`src/rtc_map.svh`:
```
// Purpose: register offsets, bit positions and reset values of the rtc control block
// Assumes: 6-bit register index, 8-bit register data
// Notes:   definitions only
`ifndef RTC_CTL_MAP_SVH
`define RTC_CTL_MAP_SVH

`define RTC_OFS_RATE      6'h0a
`define RTC_OFS_CTRL      6'h0b
`define RTC_OFS_FLAGS     6'h0c
`define RTC_OFS_VALID     6'h0d

`define RTC_B_INHIBIT     3'h7
`define RTC_B_PIE         3'h6
`define RTC_B_AIE         3'h5
`define RTC_B_UIE         3'h4
`define RTC_B_SQUARE_OUT_ENABLE        3'h3
`define RTC_B_DM          3'h2
`define RTC_B_HOUR24      3'h1
`define RTC_B_DSE         3'h0

`define RTC_B_ANY_IRQ_FLAG        3'h7
`define RTC_B_PF          3'h6
`define RTC_B_AF          3'h5
`define RTC_B_UF          3'h4
`define RTC_B_VRT         3'h7
`define RTC_B_UIP         3'h7

`define RTC_RATE_LSB      2'h0
`define RTC_RATE_MSB      2'h3
`define RTC_DIVSEL_LSB    3'h4
`define RTC_DIVSEL_MSB    3'h6

`define RTC_ZERO_BYTE     8'h00
`define RTC_RATE_OFF      4'h0
`define RTC_RATE_TOP      5'h0f
`define RTC_TAP_LSB       5'h06
`define RTC_DONT_CARE     2'h3

`endif

```
`src/rtc_pkg.sv`:
```
// Purpose: shared types of the rtc control block
// Assumes: nothing beyond the map header
// Notes:   constants live in rtc_map.svh
package rtc_pkg;
    typedef logic [7:0] rtc_byte_t;
    typedef logic [3:0] rtc_rate_t;
    typedef logic [5:0] rtc_addr_t;
endpackage
```
`src/rtc_core_if.sv`:
```
// Purpose: links the control block to its divider tap and alarm compare
// Assumes: one clock domain
// Notes:   index 0 seconds, 1 minutes, 2 hours
`timescale 1ns/1ps
interface rtc_core_if;
    import rtc_pkg::*;
    rtc_rate_t rate_sel;
    logic      tap_level;
    logic      tap_fall;
    rtc_byte_t time_b  [3];
    rtc_byte_t alarm_b [3];
    logic      alarm_hit;

    modport ctl (output rate_sel, time_b, alarm_b, input tap_level, tap_fall, alarm_hit);
    modport div (input rate_sel, output tap_level, tap_fall);
    modport alm (input time_b, alarm_b, output alarm_hit);
endinterface

```
`src/rtc_alarm.sv`:
```
// Purpose: compares the three time bytes with the three alarm bytes
// Assumes: bytes are stable around the second tick
// Notes:   an alarm byte with both top bits set matches anything
`timescale 1ns/1ps
`include "rtc_map.svh"
module rtc_alarm
    import rtc_pkg::*;
(
    // compare link
    rtc_core_if.alm lnk
);
    logic [2:0] hit;

    for (genvar i = 0; i < 3; i++) begin : g_byte
        assign hit[i] = (lnk.alarm_b[i][7:6] == `RTC_DONT_CARE) ||
                        (lnk.alarm_b[i] == lnk.time_b[i]);
    end

    assign lnk.alarm_hit = &hit;
endmodule

```
`src/rtc_ctl.sv`:
```
// Purpose: control, status and interrupt registers of a real-time clock
// Assumes: register port already decoded from the multiplexed bus
// Notes:   chip_clear_n is the pin reset, rst the core reset
//
// Behaviour
// - four-bit rate picks fifteen taps or off
// - one tap feeds periodic flag and square wave
// - rate bits change only by processor writes
// - inhibit bit aborts and blocks updates
// - periodic enable gates only the interrupt
// - alarm flag on three-byte match, 11 wildcard
// - alarm enable gates alarm interrupt, pin clears
// - update enable cleared by pin or inhibit
// - binary or bcd select, pin reset untouched
// - 24 or 12 hour select, software only
// - summer time enable, pin reset untouched
// - any flag is OR of gated flags
// - status read or pin clears periodic, alarm and update flags
// - periodic flag sets on selected tap edge
// - update done flag sets per update end unless inhibited
// - status low four bits read zero
// - valid flag: cleared by sense, set by read
// - valid register low seven bits zero
// - inhibit also clears update active
// - interrupt pin floats when no interrupt
`timescale 1ns/1ps
`include "rtc_map.svh"
module rtc_ctl
    import rtc_pkg::*;
#(
    parameter int DIV_W = 22
) (
    // clock and reset
    input  wire logic      core_clk,
    input  wire logic      rst,
    // device pins
    input  wire logic      chip_clear_n,
    input  wire logic      power_sense_in,
    output logic           square_out_pin,
    output logic           interrupt_out_n_out,
    output logic           interrupt_out_n_oe,
    // register port
    input  wire rtc_addr_t reg_addr,
    input  wire logic      reg_wr,
    input  wire logic      reg_rd,
    input  wire rtc_byte_t reg_wdata,
    output rtc_byte_t      reg_rdata,
    // time counters and update sequencer
    input  wire logic      second_tick,
    input  wire logic      update_start,
    input  wire logic      update_done,
    input  wire rtc_byte_t time_sec,
    input  wire rtc_byte_t time_min,
    input  wire rtc_byte_t time_hour,
    input  wire rtc_byte_t alarm_sec,
    input  wire rtc_byte_t alarm_min,
    input  wire rtc_byte_t alarm_hour,
    // controls to the counters
    output rtc_rate_t      rate_sel,
    output logic           update_inhibit,
    output logic           update_abort,
    output logic           binary_format_sel,
    output logic           hour_format_sel,
    output logic           summer_time_enable
);
    rtc_core_if lnk ();

    rtc_rate_t  rate_sel_reg;
    logic [2:0] div_sel_reg;
    logic       inhibit_reg;
    logic       pie_reg;
    logic       aie_reg;
    logic       uie_reg;
    logic       square_out_enable_reg;
    logic       dm_reg;
    logic       hour24_reg;
    logic       dse_reg;
    logic       periodic_flag_reg;
    logic       alarm_flag_reg;
    logic       update_done_flag_reg;
    logic       valid_contents_flag_reg;
    logic       update_active_reg;
    logic       abort_reg;
    logic       square_reg;
    logic       irq_oe_reg;
    rtc_byte_t  rdata_reg;
    rtc_byte_t  rdata_next;
    logic       any_irq_flag;
    logic       wr_rate;
    logic       wr_ctrl;
    logic       rd_flags;
    logic       rd_valid;
    logic       set_inhibit;
    logic       alarm_set;

    assign wr_rate     = reg_wr && (reg_addr == `RTC_OFS_RATE);
    assign wr_ctrl     = reg_wr && (reg_addr == `RTC_OFS_CTRL);
    assign rd_flags    = reg_rd && (reg_addr == `RTC_OFS_FLAGS);
    assign rd_valid    = reg_rd && (reg_addr == `RTC_OFS_VALID);
    assign set_inhibit = wr_ctrl && reg_wdata[`RTC_B_INHIBIT];
    assign alarm_set   = second_tick && lnk.alarm_hit;

    // sub blocks
    assign lnk.rate_sel   = rate_sel_reg;
    assign lnk.time_b[0]  = time_sec;
    assign lnk.time_b[1]  = time_min;
    assign lnk.time_b[2]  = time_hour;
    assign lnk.alarm_b[0] = alarm_sec;
    assign lnk.alarm_b[1] = alarm_min;
    assign lnk.alarm_b[2] = alarm_hour;

    rtc_divtap #(
        .DIV_W    (DIV_W)
    ) u_divtap (
        .core_clk (core_clk),
        .rst      (rst),
        .lnk      (lnk.div)
    );

    rtc_alarm u_alarm (
        .lnk (lnk.alm)
    );

    // rate and divider select: the pin reset leaves them alone
    always_ff @(posedge core_clk) begin
        if (rst) begin
            rate_sel_reg <= `RTC_RATE_OFF;
            div_sel_reg  <= '0;
        end else if (wr_rate) begin
            rate_sel_reg <= reg_wdata[`RTC_RATE_MSB:`RTC_RATE_LSB];
            div_sel_reg  <= reg_wdata[`RTC_DIVSEL_MSB:`RTC_DIVSEL_LSB];
        end
    end

    // format and mode bits, software only
    always_ff @(posedge core_clk) begin
        if (rst) begin
            inhibit_reg <= 1'b0;
            dm_reg      <= 1'b0;
            hour24_reg  <= 1'b0;
            dse_reg     <= 1'b0;
        end else if (wr_ctrl) begin
            inhibit_reg <= reg_wdata[`RTC_B_INHIBIT];
            dm_reg      <= reg_wdata[`RTC_B_DM];
            hour24_reg  <= reg_wdata[`RTC_B_HOUR24];
            dse_reg     <= reg_wdata[`RTC_B_DSE];
        end
    end

    // enables, cleared by the pin reset
    always_ff @(posedge core_clk) begin
        if (rst || !chip_clear_n) begin
            pie_reg  <= 1'b0;
            aie_reg  <= 1'b0;
            uie_reg  <= 1'b0;
            square_out_enable_reg <= 1'b0;
        end else if (wr_ctrl) begin
            pie_reg  <= reg_wdata[`RTC_B_PIE];
            aie_reg  <= reg_wdata[`RTC_B_AIE];
            // inhibit going high wins over a written enable
            uie_reg  <= reg_wdata[`RTC_B_UIE] && !(set_inhibit && !inhibit_reg);
            square_out_enable_reg <= reg_wdata[`RTC_B_SQUARE_OUT_ENABLE];
        end
    end

    // update sequencing status and abort pulse
    always_ff @(posedge core_clk) begin
        if (rst) begin
            update_active_reg <= 1'b0;
            abort_reg         <= 1'b0;
        end else begin
            abort_reg <= set_inhibit;
            if (set_inhibit || inhibit_reg || update_done) begin
                update_active_reg <= 1'b0;
            end else if (update_start) begin
                update_active_reg <= 1'b1;
            end
        end
    end

    // status flags: set wins over the read clear
    always_ff @(posedge core_clk) begin
        if (rst || !chip_clear_n) begin
            periodic_flag_reg    <= 1'b0;
            alarm_flag_reg       <= 1'b0;
            update_done_flag_reg <= 1'b0;
        end else begin
            periodic_flag_reg    <= (periodic_flag_reg && !rd_flags) || lnk.tap_fall;
            alarm_flag_reg       <= (alarm_flag_reg && !rd_flags) || alarm_set;
            update_done_flag_reg <= (update_done_flag_reg && !rd_flags) ||
                                    (update_done && !inhibit_reg);
        end
    end

    // valid contents flag ignores the pin reset
    always_ff @(posedge core_clk) begin
        if (rst || !power_sense_in) begin
            valid_contents_flag_reg <= 1'b0;
        end else if (rd_valid) begin
            valid_contents_flag_reg <= 1'b1;
        end
    end

    assign any_irq_flag = (periodic_flag_reg && pie_reg) ||
                          (alarm_flag_reg && aie_reg) ||
                          (update_done_flag_reg && uie_reg);

    // pins: open drain irq, square wave gated low
    always_ff @(posedge core_clk) begin
        if (rst || !chip_clear_n) begin
            irq_oe_reg <= 1'b0;
            square_reg <= 1'b0;
        end else begin
            irq_oe_reg <= any_irq_flag;
            square_reg <= square_out_enable_reg && lnk.tap_level;
        end
    end

    // read data, captured before any read side effect lands
    always_comb begin
        rdata_next = `RTC_ZERO_BYTE;
        case (reg_addr)
            `RTC_OFS_RATE: begin
                rdata_next[`RTC_RATE_MSB:`RTC_RATE_LSB]     = rate_sel_reg;
                rdata_next[`RTC_DIVSEL_MSB:`RTC_DIVSEL_LSB] = div_sel_reg;
                rdata_next[`RTC_B_UIP]                      = update_active_reg;
            end
            `RTC_OFS_CTRL: begin
                rdata_next[`RTC_B_INHIBIT] = inhibit_reg;
                rdata_next[`RTC_B_PIE]     = pie_reg;
                rdata_next[`RTC_B_AIE]     = aie_reg;
                rdata_next[`RTC_B_UIE]     = uie_reg;
                rdata_next[`RTC_B_SQUARE_OUT_ENABLE]    = square_out_enable_reg;
                rdata_next[`RTC_B_DM]      = dm_reg;
                rdata_next[`RTC_B_HOUR24]  = hour24_reg;
                rdata_next[`RTC_B_DSE]     = dse_reg;
            end
            `RTC_OFS_FLAGS: begin
                rdata_next[`RTC_B_ANY_IRQ_FLAG] = any_irq_flag;
                rdata_next[`RTC_B_PF]   = periodic_flag_reg;
                rdata_next[`RTC_B_AF]   = alarm_flag_reg;
                rdata_next[`RTC_B_UF]   = update_done_flag_reg;
            end
            `RTC_OFS_VALID: begin
                rdata_next[`RTC_B_VRT] = valid_contents_flag_reg;
            end
            default: begin
                rdata_next = `RTC_ZERO_BYTE;
            end
        endcase
    end

    always_ff @(posedge core_clk) begin
        if (rst) begin
            rdata_reg <= `RTC_ZERO_BYTE;
        end else if (reg_rd) begin
            rdata_reg <= rdata_next;
        end
    end

    // outputs
    assign reg_rdata           = rdata_reg;
    assign square_out_pin      = square_reg;
    assign interrupt_out_n_out = 1'b0;
    assign interrupt_out_n_oe  = irq_oe_reg;
    assign rate_sel            = rate_sel_reg;
    assign update_inhibit      = inhibit_reg;
    assign update_abort        = abort_reg;
    assign binary_format_sel   = dm_reg;
    assign hour_format_sel     = hour24_reg;
    assign summer_time_enable  = dse_reg;
endmodule

```
`src/rtc_divtap.sv`:
```
// Purpose: divider chain with rate tap selection
// Assumes: the chain advances every core clock
// Notes:   rate n picks divider bit tap_lsb + 15 - n; rate 0 stops the tap
`timescale 1ns/1ps
`include "rtc_map.svh"
module rtc_divtap
    import rtc_pkg::*;
#(
    parameter int DIV_W = 22
) (
    // clock and reset
    input  wire logic core_clk,
    input  wire logic rst,
    // tap link
    rtc_core_if.div   lnk
);
    logic [DIV_W-1:0] div_reg;
    logic [4:0]       tap_idx;
    logic             tap_next;
    logic             tap_reg;
    logic             fall_reg;

    // 15 taps or off, one tap feeds both users
    assign tap_idx  = 5'(`RTC_TAP_LSB + `RTC_RATE_TOP - {1'b0, lnk.rate_sel});
    assign tap_next = (lnk.rate_sel != `RTC_RATE_OFF) && div_reg[tap_idx];

    always_ff @(posedge core_clk) begin
        if (rst) begin
            div_reg <= '0;
        end else begin
            div_reg <= div_reg + 1'b1;
        end
    end

    // falling edge marks a period; a rate change may add one early edge
    always_ff @(posedge core_clk) begin
        if (rst) begin
            tap_reg  <= 1'b0;
            fall_reg <= 1'b0;
        end else begin
            tap_reg  <= tap_next;
            fall_reg <= tap_reg && !tap_next;
        end
    end

    assign lnk.tap_level = tap_reg;
    assign lnk.tap_fall  = fall_reg;
endmodule

```
`config.mk`:
```
export PLATFORM = sky130hd
export DESIGN_NAME = rtc_ctl
export DESIGN_NICKNAME = d
export VERILOG_FILES = /design/src/rtc_pkg.sv /design/src/rtc_core_if.sv /design/src/rtc_alarm.sv /design/src/rtc_ctl.sv /design/src/rtc_divtap.sv
export VERILOG_INCLUDE_DIRS = /design/src
export SDC_FILE = /design/constraint.sdc
export NUM_CORES = 1
export LEC_CHECK = 0
export BUFFER_PORTS_ARGS = -buffer_cell sky130_fd_sc_hd__buf_2
export CAP_MARGIN = 20
export CORE_ASPECT_RATIO = 1.1
export CORE_MARGIN = 1
export CORE_UTILIZATION = 50
export DETAILED_ROUTE_END_ITERATION = 16
export GPL_ROUTABILITY_DRIVEN = 0
export GPL_TIMING_DRIVEN = 0
export PLACE_DENSITY_LB_ADDON = 0.3
export SLEW_MARGIN = 20
export SYNTH_ARGS = -nofsm -noshare
export SYNTH_HDL_FRONTEND = slang
export SYNTH_SLANG_ARGS = --single-unit
```
`constraint.sdc`:
```
create_clock -name core_clk -period 2.7 [get_ports core_clk]
set_input_delay 0.27 -clock core_clk [delete_from_list [all_inputs] [get_ports core_clk]]
set_output_delay 0.27 -clock core_clk [all_outputs]
set_load 0.005 [all_outputs]
```
==> results of run 1 <==
## layout by cell type, fill, tap and decap left out, types with 9 or more instances in the layout
master / instances
buf_2: 90
dfxtp_1: 55
nand2_1: 34
xnor2_1: 34
nor2_1: 31
a21oi_1: 24
nand3_1: 22
o21ai_0: 13
clkbuf_1: 10
nand4_1: 9
## where the power goes
part | total (W) | internal [W] | switching [W] | leakage [nW]
combinational | 0.000156 | 0.0000809 | 0.0000753 | 0.820
sequential | 0.000828 | 0.000820 | 0.00000865 | 0.445
clock | 0.000553 | 0.000280 | 0.000274 | 0.0548
## kinds of logic (layout without fill, tap and decap cells)
family / after synthesis / in the layout / synth area share [%]
other: 1 / 1 / 0.135
adders and majority gates: 2 / 2 / 0.903
muxes: 7 / 7 / 5.47
xor gates and xnor gates: 40 / 40 / 12.6
and+or+nand+nor: 135 / 135 / 24.5
AOI/OAI and AO/OA: 59 / 59 / 13.3
buffers and inverters: 20 / 115 / 3.25
DFF: 55 / 55 / 39.7
## layer usage
metal | vias to the layer above | share of wire, % | track usage [%]
met5 | - | 0 | 0
met4 | 0 | 2.2 | 9.41
met3 | 15 | 3.5 | 5.02
met2 | 59 | 51 | 42.0
met1 | 1189 | 43 | 26.8
li1 | 1329 | - | -
## through the flow
step,cell area (µm²),utilization (%)
floorplan,2770,-
global placement,3300,61.6
detailed placement,3300,61.6
CTS,3410,63.7
global route,3410,63.7
finish,3410,63.7
## final cells by class
type                    count  area, µm²  share of cell area, %
well taps                  75       93.8                   2.75
multi-input cells         244       1580                   46.2
plain buffers              15       71.3                   2.09
flip-flops and latches     55       1100                   32.2
clock buffers               5       68.8                   2.02
clock inverters             3       46.3                   1.36
inverters                   5       18.8                  0.550
repair buffers             87        435                   12.8
## worst max-delay path: stages, from the launching register on
cell       delay (ns)
dfxtp_1          0.40
ha_1             0.45
mux4_1           0.60
a2bb2oi_1        0.18
o22ai_1          0.10
a311oi_1         0.30
and3b_1          0.21
## worst min-delay path by stage
stage	slack (ns)	end	cells after the start	startpoint
floorplan	0.41	square_out_pin	2	u_divtap.lnk.tap_level
global placement	0.44	reg_rdata[4]	2	reg_rdata[4]
finish	0.21	valid_contents_flag_reg	2	power_sense_in
global route	0.20	valid_contents_flag_reg	2	power_sense_in
CTS	0.21	valid_contents_flag_reg	2	power_sense_in
detailed placement	0.44	square_out_pin	2	u_divtap.lnk.tap_level
==> flow_summary.ini, run 1 <==
[clock_network]
cts_setup_buffers = 0
cts_tree = done
clk_path_buf_depth = 2
clk_pin_slew_ns = 0.10
cts-hold-fix-buffers = 0
cts.sinks = 55
cts-resized-gates = 0
htreeDepth = 2
clock_latency_ns = 0.31
numCtsBuffers = 5
root_buffer = clkbuf_8

[grt]
grt_use_total_pct = 23.4
grt_overflow_total = 0
grt_pass1_wl_um = 10700
grt_pass1_vias = 2527
grt_max_degree = 19
grt_antenna_before_repair = 0

[setup_path]
cp.arrival_ns = 2.55
critPathLaunchType = flip-flop
cp-end-kind = flip-flop
rr_worst_depth = 6
setup.worst_path.class = flip-flop to flip-flop
r2r_setup_slack_ns = 0.40
cp.required_ns = 2.95
crit_fanout = 9
r2r_end = u_divtap.lnk.tap_fall
crit_path_end = u_divtap.lnk.tap_fall
rr_startpoint = rate_sel[1]
cp-startpoint = rate_sel[1]

[sta]
period_needed_ns = 2.30
tightest_slew_ns = 0.570
fin_skew_ns = 0.0100
slew_violations = 0
hold_violations = 0
setup_ws_ns = 0.399
finalSetupViolations = 0
rsz0062_at_grt = no
finalSetupTns_ns = 0
worst_hold_slack_ns = 0.209
relSlewSlack_pct = 62.0
fin_crit_sh_pct = 85.2
fmax_ghz = 0.435

[floorplan]
core_um2 = 5360
die-area_um2 = 5840
num_rows = 28
die_x_um = 73.0
start_util_pct = 51.7
io_pins = 91
die_h_um = 80.1

[hold_path]
min_path_type = input pin to flip-flop

[placement]
portBuffers = 87
place_inst = 481
dp_slack_ns = 0.415
hpwl_um = 5070

[routing]
vias_per_cell = 5.30
routed_wl_um = 6500
drt_iter0_drc = 162
ant_nets = 0
routedWlPerCell_um = 13.3
drc = 0
firstDrtPassIters = 4
num_vias = 2592

[pwr]
irDropWorstVdd_mv = 0.311
powerDensity_nw_per_um2 = 450
power.leakage_nw = 1.32
total_power_w = 0.00154

[cells_and_area]
stdcell_count = 489
insertedDiodeCount = 0
nNetsFinal = 486
area_growth_pct = 23.3
fill_cells = 477
drive_gt1_share_pct = 24.9
largest_reg_flops = 22

[synthesis]
ys_top_cells_by_count = 55 x dfxtp_1, 34 x nand2_1, 34 x xnor2_1, 31 x nor2_1, 24 x a21oi_1
syn_nets = 392
synth-seq-cells = 55
synth-seq-area-share_pct = 39.7
synth_ff_type = dfxtp_1
synth_top_area_share_pct = 39.7
synth_area_um2 = 2770
yosysWarnings = 0
synth_edf_count = 0
syn_inst = 319
avgSynthCellArea_um2 = 8.68
yosys-top-cells-area = dfxtp_1 40%, xnor2_1 11%, mux4_1 4.7%, nand2_1 4.6%, a21oi_1 4.3%
synth_most_common_cell = dfxtp_1
synth.largest_area_cell = dfxtp_1
synth_cell_types = 44
synthArstFlopShare_pct = 0

[outcome]
status = complete, no violations

[run]
max-cap-violations = 0
No activity file was read; power rests on OpenSTA's default activity.
==> run 2, diff against run 1 <==
--- a/config.mk
+++ b/config.mk
@@ -6,11 +6,12 @@
 export SDC_FILE = /design/constraint.sdc
 export NUM_CORES = 1
 export LEC_CHECK = 0
+export ABC_AREA = 1
 export BUFFER_PORTS_ARGS = -buffer_cell sky130_fd_sc_hd__buf_2
 export CAP_MARGIN = 20
 export CORE_ASPECT_RATIO = 1.1
 export CORE_MARGIN = 1
-export CORE_UTILIZATION = 50
+export CORE_UTILIZATION = 52
 export DETAILED_ROUTE_END_ITERATION = 16
 export GPL_ROUTABILITY_DRIVEN = 0
 export GPL_TIMING_DRIVEN = 0
==> run 2 against run 1 <==
Net effect:
- worst hold slack worse by 0.030 ns
- clock-buffer cell count is 1 higher
- clock power rose by 5.2%
- sequential cell count stayed put
- worst setup slack improved by 0.52 ns
- area after synthesis rose by 10%
- clock skew increased by 0.0032 ns
- register-to-register slack better by 0.52 ns
- synthesized cell count rose by 43%
- wire length grew 14%
- highest routed layer unchanged
==> flow_summary.ini, run 2 <==
[outcome]
status = complete, no violations

[cells_and_area]
insertedDiodeCount = 0
largest_reg_flops = 22
final_common_cell = nand2_1
stdcell_count = 626
final_cell_mix = 101 x nand2_1, 90 x buf_2, 65 x inv_1
drive_gt1_share_pct = 23.2
fill_cells = 494
nNetsFinal = 623
area_growth_pct = 21.5

[synthesis]
synth_edf_count = 0
avgSynthCellArea_um2 = 6.70
syn_inst = 455
synth_area_um2 = 3050
synth.largest_area_cell = dfxtp_1
synth_top_area_share_pct = 36.1
synth_most_common_cell = nand2_1
syn_nets = 528
synth_cell_types = 35
yosysWarnings = 0
synth_ff_type = dfxtp_1
yosys-top-cells-area = dfxtp_1 36%, nand2_1 12%, inv_1 8.0%, a21oi_1 7.4%, xnor2_1 6.0%
synthArstFlopShare_pct = 0
synth-seq-area-share_pct = 36.1
ys_top_cells_by_count = 101 x nand2_1, 65 x inv_1, 55 x dfxtp_1, 47 x nor2_1, 45 x a21oi_1
synth-seq-cells = 55

[clock_network]
cts_tree = done
cts-hold-fix-buffers = 0
htreeDepth = 2
clk_pin_slew_ns = 0.11
root_buffer = clkbuf_8
clk_path_buf_depth = 2
cts.sinks = 55
numCtsBuffers = 5
clock_latency_ns = 0.31
cts-resized-gates = 0
cts_setup_buffers = 0

[routing]
num_vias = 3203
vias_per_cell = 5.12
drc = 0
routedWlPerCell_um = 11.8
firstDrtPassIters = 4
routed_wl_um = 7390
drt_iter0_drc = 173
ant_nets = 0

[pwr]
irDropWorstVdd_mv = 0.299
power.leakage_nw = 1.64
total_power_w = 0.00159
powerDensity_nw_per_um2 = 429

[sta]
fin_skew_ns = 0.0132
tightest_slew_ns = 0.578
fin_crit_sh_pct = 65.9
finalSetupTns_ns = 0
worst_hold_slack_ns = 0.179
finalSetupViolations = 0
relSlewSlack_pct = 61.5
hold_violations = 0
period_needed_ns = 1.78
rsz0062_at_grt = no
fmax_ghz = 0.562
slew_violations = 0

[grt]
grt_antenna_before_repair = 0
grt_overflow_total = 0
grt_use_total_pct = 25.7
grt_max_degree = 18
grt_pass1_wl_um = 12100
grt_pass1_vias = 2850

[setup_path]
crit_chain = ha_1 -> nand3_2 -> nor2_2 -> nand2_1 -> nor2_2 -> nand4_1 -> nor2_1 -> nand2_1 -> nand2_1 -> nor2_1
slowest_delay_ns = 0.48
slowest_stage = dfxtp_1
cp_common_cell = nand2_1
setup.worst_path.class = flip-flop to flip-flop
critPathLaunchType = flip-flop
critPathTopFamily = simple AND/OR/NAND/NOR gates
critPathBufInv = 0
cp-end-kind = flip-flop
cp.required_ns = 2.91
crit_fanout = 6
cp.arrival_ns = 1.99

[placement]
portBuffers = 88
place_inst = 618
hpwl_um = 5890

[run]
max-cap-violations = 0

[floorplan]
die_h_um = 82.3
start_util_pct = 55.4
core_um2 = 5500
num_rows = 28
io_pins = 91
die_x_um = 75.0
die-area_um2 = 6170

[hold_path]
min_path_type = input pin to flip-flop
-- run 2: area by class of cell --
cell class,instances,area [µm²],share of cell area (%)
Buffer,11,63.8,1.72
Clock buffer,6,82.6,2.23
Clock inverter,2,38.8,1.05
Inverter,70,263,7.09
Multi-Input combinational cell,319,1620,43.8
Sequential cell,55,1100,29.7
Tap cell,75,93.8,2.53
Timing Repair Buffer,88,440,11.9
-- run 2: worst reg2reg max path, delay by kind of cell (launching register included) --
family	cells	cell delay, ns
AND/OR/NAND/NOR	9	0.96
adder cells (fa/ha/maj)	1	0.25
flip-flops	1	0.48
-- run 2: kinds of logic (layout without fill, tap and decap cells) --
kind of cell	Yosys count	after routing	share of synthesized area (%)
XOR/XNOR	21	21	6.03
adder cells (fa/ha/maj)	2	2	0.821
other	1	1	0.123
AO/OA/AOI/OAI	93	93	16.5
buffers and inverters	81	177	10.7
AND/OR/NAND/NOR	202	202	29.7
flip-flops	55	55	36.1
-- run 2: report_power, final --
group | total (W) | switching [W] | internal (W) | leakage [nW]
clock network | 0.000582 | 0.000276 | 0.000306 | 0.0618
logic | 0.000177 | 0.0000913 | 0.0000857 | 1.13
registers | 0.000830 | 0.00000909 | 0.000820 | 0.445
total | 0.00159 | 0.000376 | 0.00121 | 1.64
-- run 2: stage by stage --
stage	util, %	setup slack [ns]	cell area [µm²]
CTS	67.4	0.945	3700
floorplan	-	1.22	3050
detailed placement	65.2	0.978	3580
global placement	65.2	1.01	3580
finish	67.4	0.921	3700
global route	67.4	0.755	3700
-- run 2: path summary, 6_finish.rpt --
kind | end | cells after the start | slack, ns | from
worst max-delay path | u_divtap.div_reg[18] | 10 | 0.92 | u_divtap.div_reg[0]
worst min-delay path | valid_contents_flag_reg | 3 | 0.18 | power_sense_in
worst max register to register | u_divtap.div_reg[18] | 10 | 0.92 | u_divtap.div_reg[0]
worst min register to register | square_out_pin | 2 | 0.44 | square_out_enable_reg
-- run 2: per-layer routing --
layer / global-route usage (%) / share of wire, %
met5: 0 / 0
met2: 47.6 / 51
met3: 3.40 / 4.9
met1: 29.4 / 41
met4: 10.6 / 2.7
==> run 3, diff against run 2 <==
--- a/config.mk
+++ b/config.mk
@@ -6,12 +6,12 @@
 export SDC_FILE = /design/constraint.sdc
 export NUM_CORES = 1
 export LEC_CHECK = 0
-export ABC_AREA = 1
+export ABC_AREA = 0
 export BUFFER_PORTS_ARGS = -buffer_cell sky130_fd_sc_hd__buf_2
 export CAP_MARGIN = 20
 export CORE_ASPECT_RATIO = 1.1
 export CORE_MARGIN = 1
-export CORE_UTILIZATION = 52
+export CORE_UTILIZATION = 50
 export DETAILED_ROUTE_END_ITERATION = 16
 export GPL_ROUTABILITY_DRIVEN = 0
 export GPL_TIMING_DRIVEN = 0
==> constraint.sdc (replaced) <==
create_clock -name core_clk -period 1.86 [get_ports core_clk]
set_input_delay 0.186 -clock core_clk [delete_from_list [all_inputs] [get_ports core_clk]]
set_output_delay 0.186 -clock core_clk [all_outputs]
set_load 0.005 [all_outputs]
==> run 3 against run 2 <==
Net effect:
- the flow now finishes with violations (setup timing)
- clock skew is 0.0013 ns higher
- global-route usage is 1.2 points lower
- non-clock buffer count is 6 higher
- final cell count is 21% lower
- die area is 5.4% lower
- critical endpoint is now u_divtap.lnk.tap_fall
- core utilization is 2.9 points lower
- critical path depth is 4 lower
- critical path type unchanged
==> flow_summary.ini, run 3 (synthesis gave the netlist of run 1 again) <==
[routing]
firstDrtPassIters = 4
routed_wl_um = 6790
drt_iter0_drc = 135
vias_per_cell = 5.41
drc = 0
routedWlPerCell_um = 13.8
num_vias = 2664
ant_nets = 0

[clock_network]
cts.sinks = 55
root_buffer = clkbuf_8
clk_pin_slew_ns = 0.11
clk_path_buf_depth = 2
numCtsBuffers = 5
htreeDepth = 2
clock_latency_ns = 0.32
cts-hold-fix-buffers = 0
cts_tree = done

[sta]
finalSetupViolations = 1
slew_violations = 0
tightest_slew_ns = 0.568
setup_ws_ns = -0.0414
hold_violations = 0
period_needed_ns = 1.90
fin_crit_sh_pct = 102
fin_skew_ns = 0.0145
fmax_ghz = 0.526
rsz0062_at_grt = yes
worst_hold_slack_ns = 0.107
relSlewSlack_pct = 62.2

[cells_and_area]
final_core_util_pct = 64.5
multi_input_area_um2 = 1610
fill_cells = 465
insertedDiodeCount = 0
final_common_cell = buf_2
regArea_um2 = 1110
stdcell_count = 492
nNetsFinal = 489
largest_reg_flops = 22
area_growth_pct = 24.8
drive_gt1_share_pct = 27.3
final_cell_mix = 90 x buf_2, 52 x dfxtp_1, 34 x nand2_1, 34 x xnor2_1, 31 x nor2_1

[placement]
dp_slack_ns = -0.133
place_inst = 481
portBuffers = 87
hpwl_um = 5120

[grt]
grt_antenna_before_repair = 0
grt_use_total_pct = 24.5
grt_overflow_total = 0
grt_max_degree = 20
grt_pass1_wl_um = 11100
grt_pass1_vias = 2497

[setup_path]
rr_startpoint = rate_sel[1]
cp.required_ns = 2.12
setup.worst_path.class = flip-flop to flip-flop
critPathTopFamily = multiplexers
crit_chain = ha_4 -> mux4_2 -> a2bb2oi_2 -> o22ai_1 -> a311oi_2 -> and3b_1
critPathBufInv = 0
critPathLaunchType = flip-flop
rr_worst_depth = 6
cp-end-kind = flip-flop
crit_cells = 6
slowest_delay_ns = 0.53
cp.arrival_ns = 2.16
slowest_stage = mux4_2
cp-startpoint = rate_sel[1]
crit_fanout = 2

[outcome]
violations = setup timing
status = complete, but fails checks

[floorplan]
core_um2 = 5360
num_rows = 28
start_util_pct = 51.7
io_pins = 91
die_x_um = 73.0
die-area_um2 = 5840
die_h_um = 80.1

[run]
max-cap-violations = 0

[pwr]
power.leakage_nw = 1.33
powerDensity_nw_per_um2 = 618
irDropWorstVdd_mv = 0.344
total_power_w = 0.00213

[hold_path]
min_path_type = input pin to flip-flop
whs_path_depth = 3
hold_start = reg_wdata[2]
run 3: layer usage:
metal  GRT usage (%)  share of wire [%]  up-vias  wire (µm)
li1                -                  -     1330          -
met1            27.6                 42     1243       2830
met2            46.0                 53       80       3580
met3            4.27                4.1       11        281
met4            8.43                1.5        0        100
met5               0                  0        -          0
run 3: area by class of cell:
| type | instances | share of cell area, % |
|---|---|---|
| Buffer | 15 | 2.06 |
| Clock buffer | 5 | 1.99 |
| Clock inverter | 3 | 0.833 |
| Inverter | 5 | 0.543 |
| Multi-Input combinational cell | 244 | 46.5 |
| Sequential cell | 55 | 32.1 |
| Tap cell | 75 | 2.72 |
| Timing Repair Buffer | 90 | 13.3 |
run 3: final timing paths:
kind	endpoint	slack (ns)
worst max-delay path	u_divtap.lnk.tap_fall	-0.04
worst min-delay path	rate_sel[2]	0.11
worst max register to register	u_divtap.lnk.tap_fall	-0.04
worst min register to register	square_out_pin	0.45
run 3: metrics by stage:
step                      TNS, ns  instance area (µm²)
after floorplan                 0                 2780
after global placement     -0.192                 3310
after detailed placement   -0.236                 3310
after CTS                  -0.113                 3440
after global routing       -0.186                 3460
final                     -0.0414                 3460
run 3: repair_timing:
action                     in CTS  in global routing
resized for setup               2                  3
cloned                          0                  0
setup endpoints to repair       2                  3
pin swaps                       4                  3
buffers inserted                3                  0
run 3: worst min-delay path: stages:
cell and delay (ns):
buf_2 0.11, nand3_1 0.06, a21oi_1 0.05
run 3: report_power, final:
part / internal, W / leakage, nW / switching, W
logic: 0.000118 / 0.830 / 0.000111
clock network: 0.000280 / 0.0502 / 0.000426
registers: 0.00119 / 0.447 / 0.0000118
total: 0.00159 / 1.33 / 0.000549
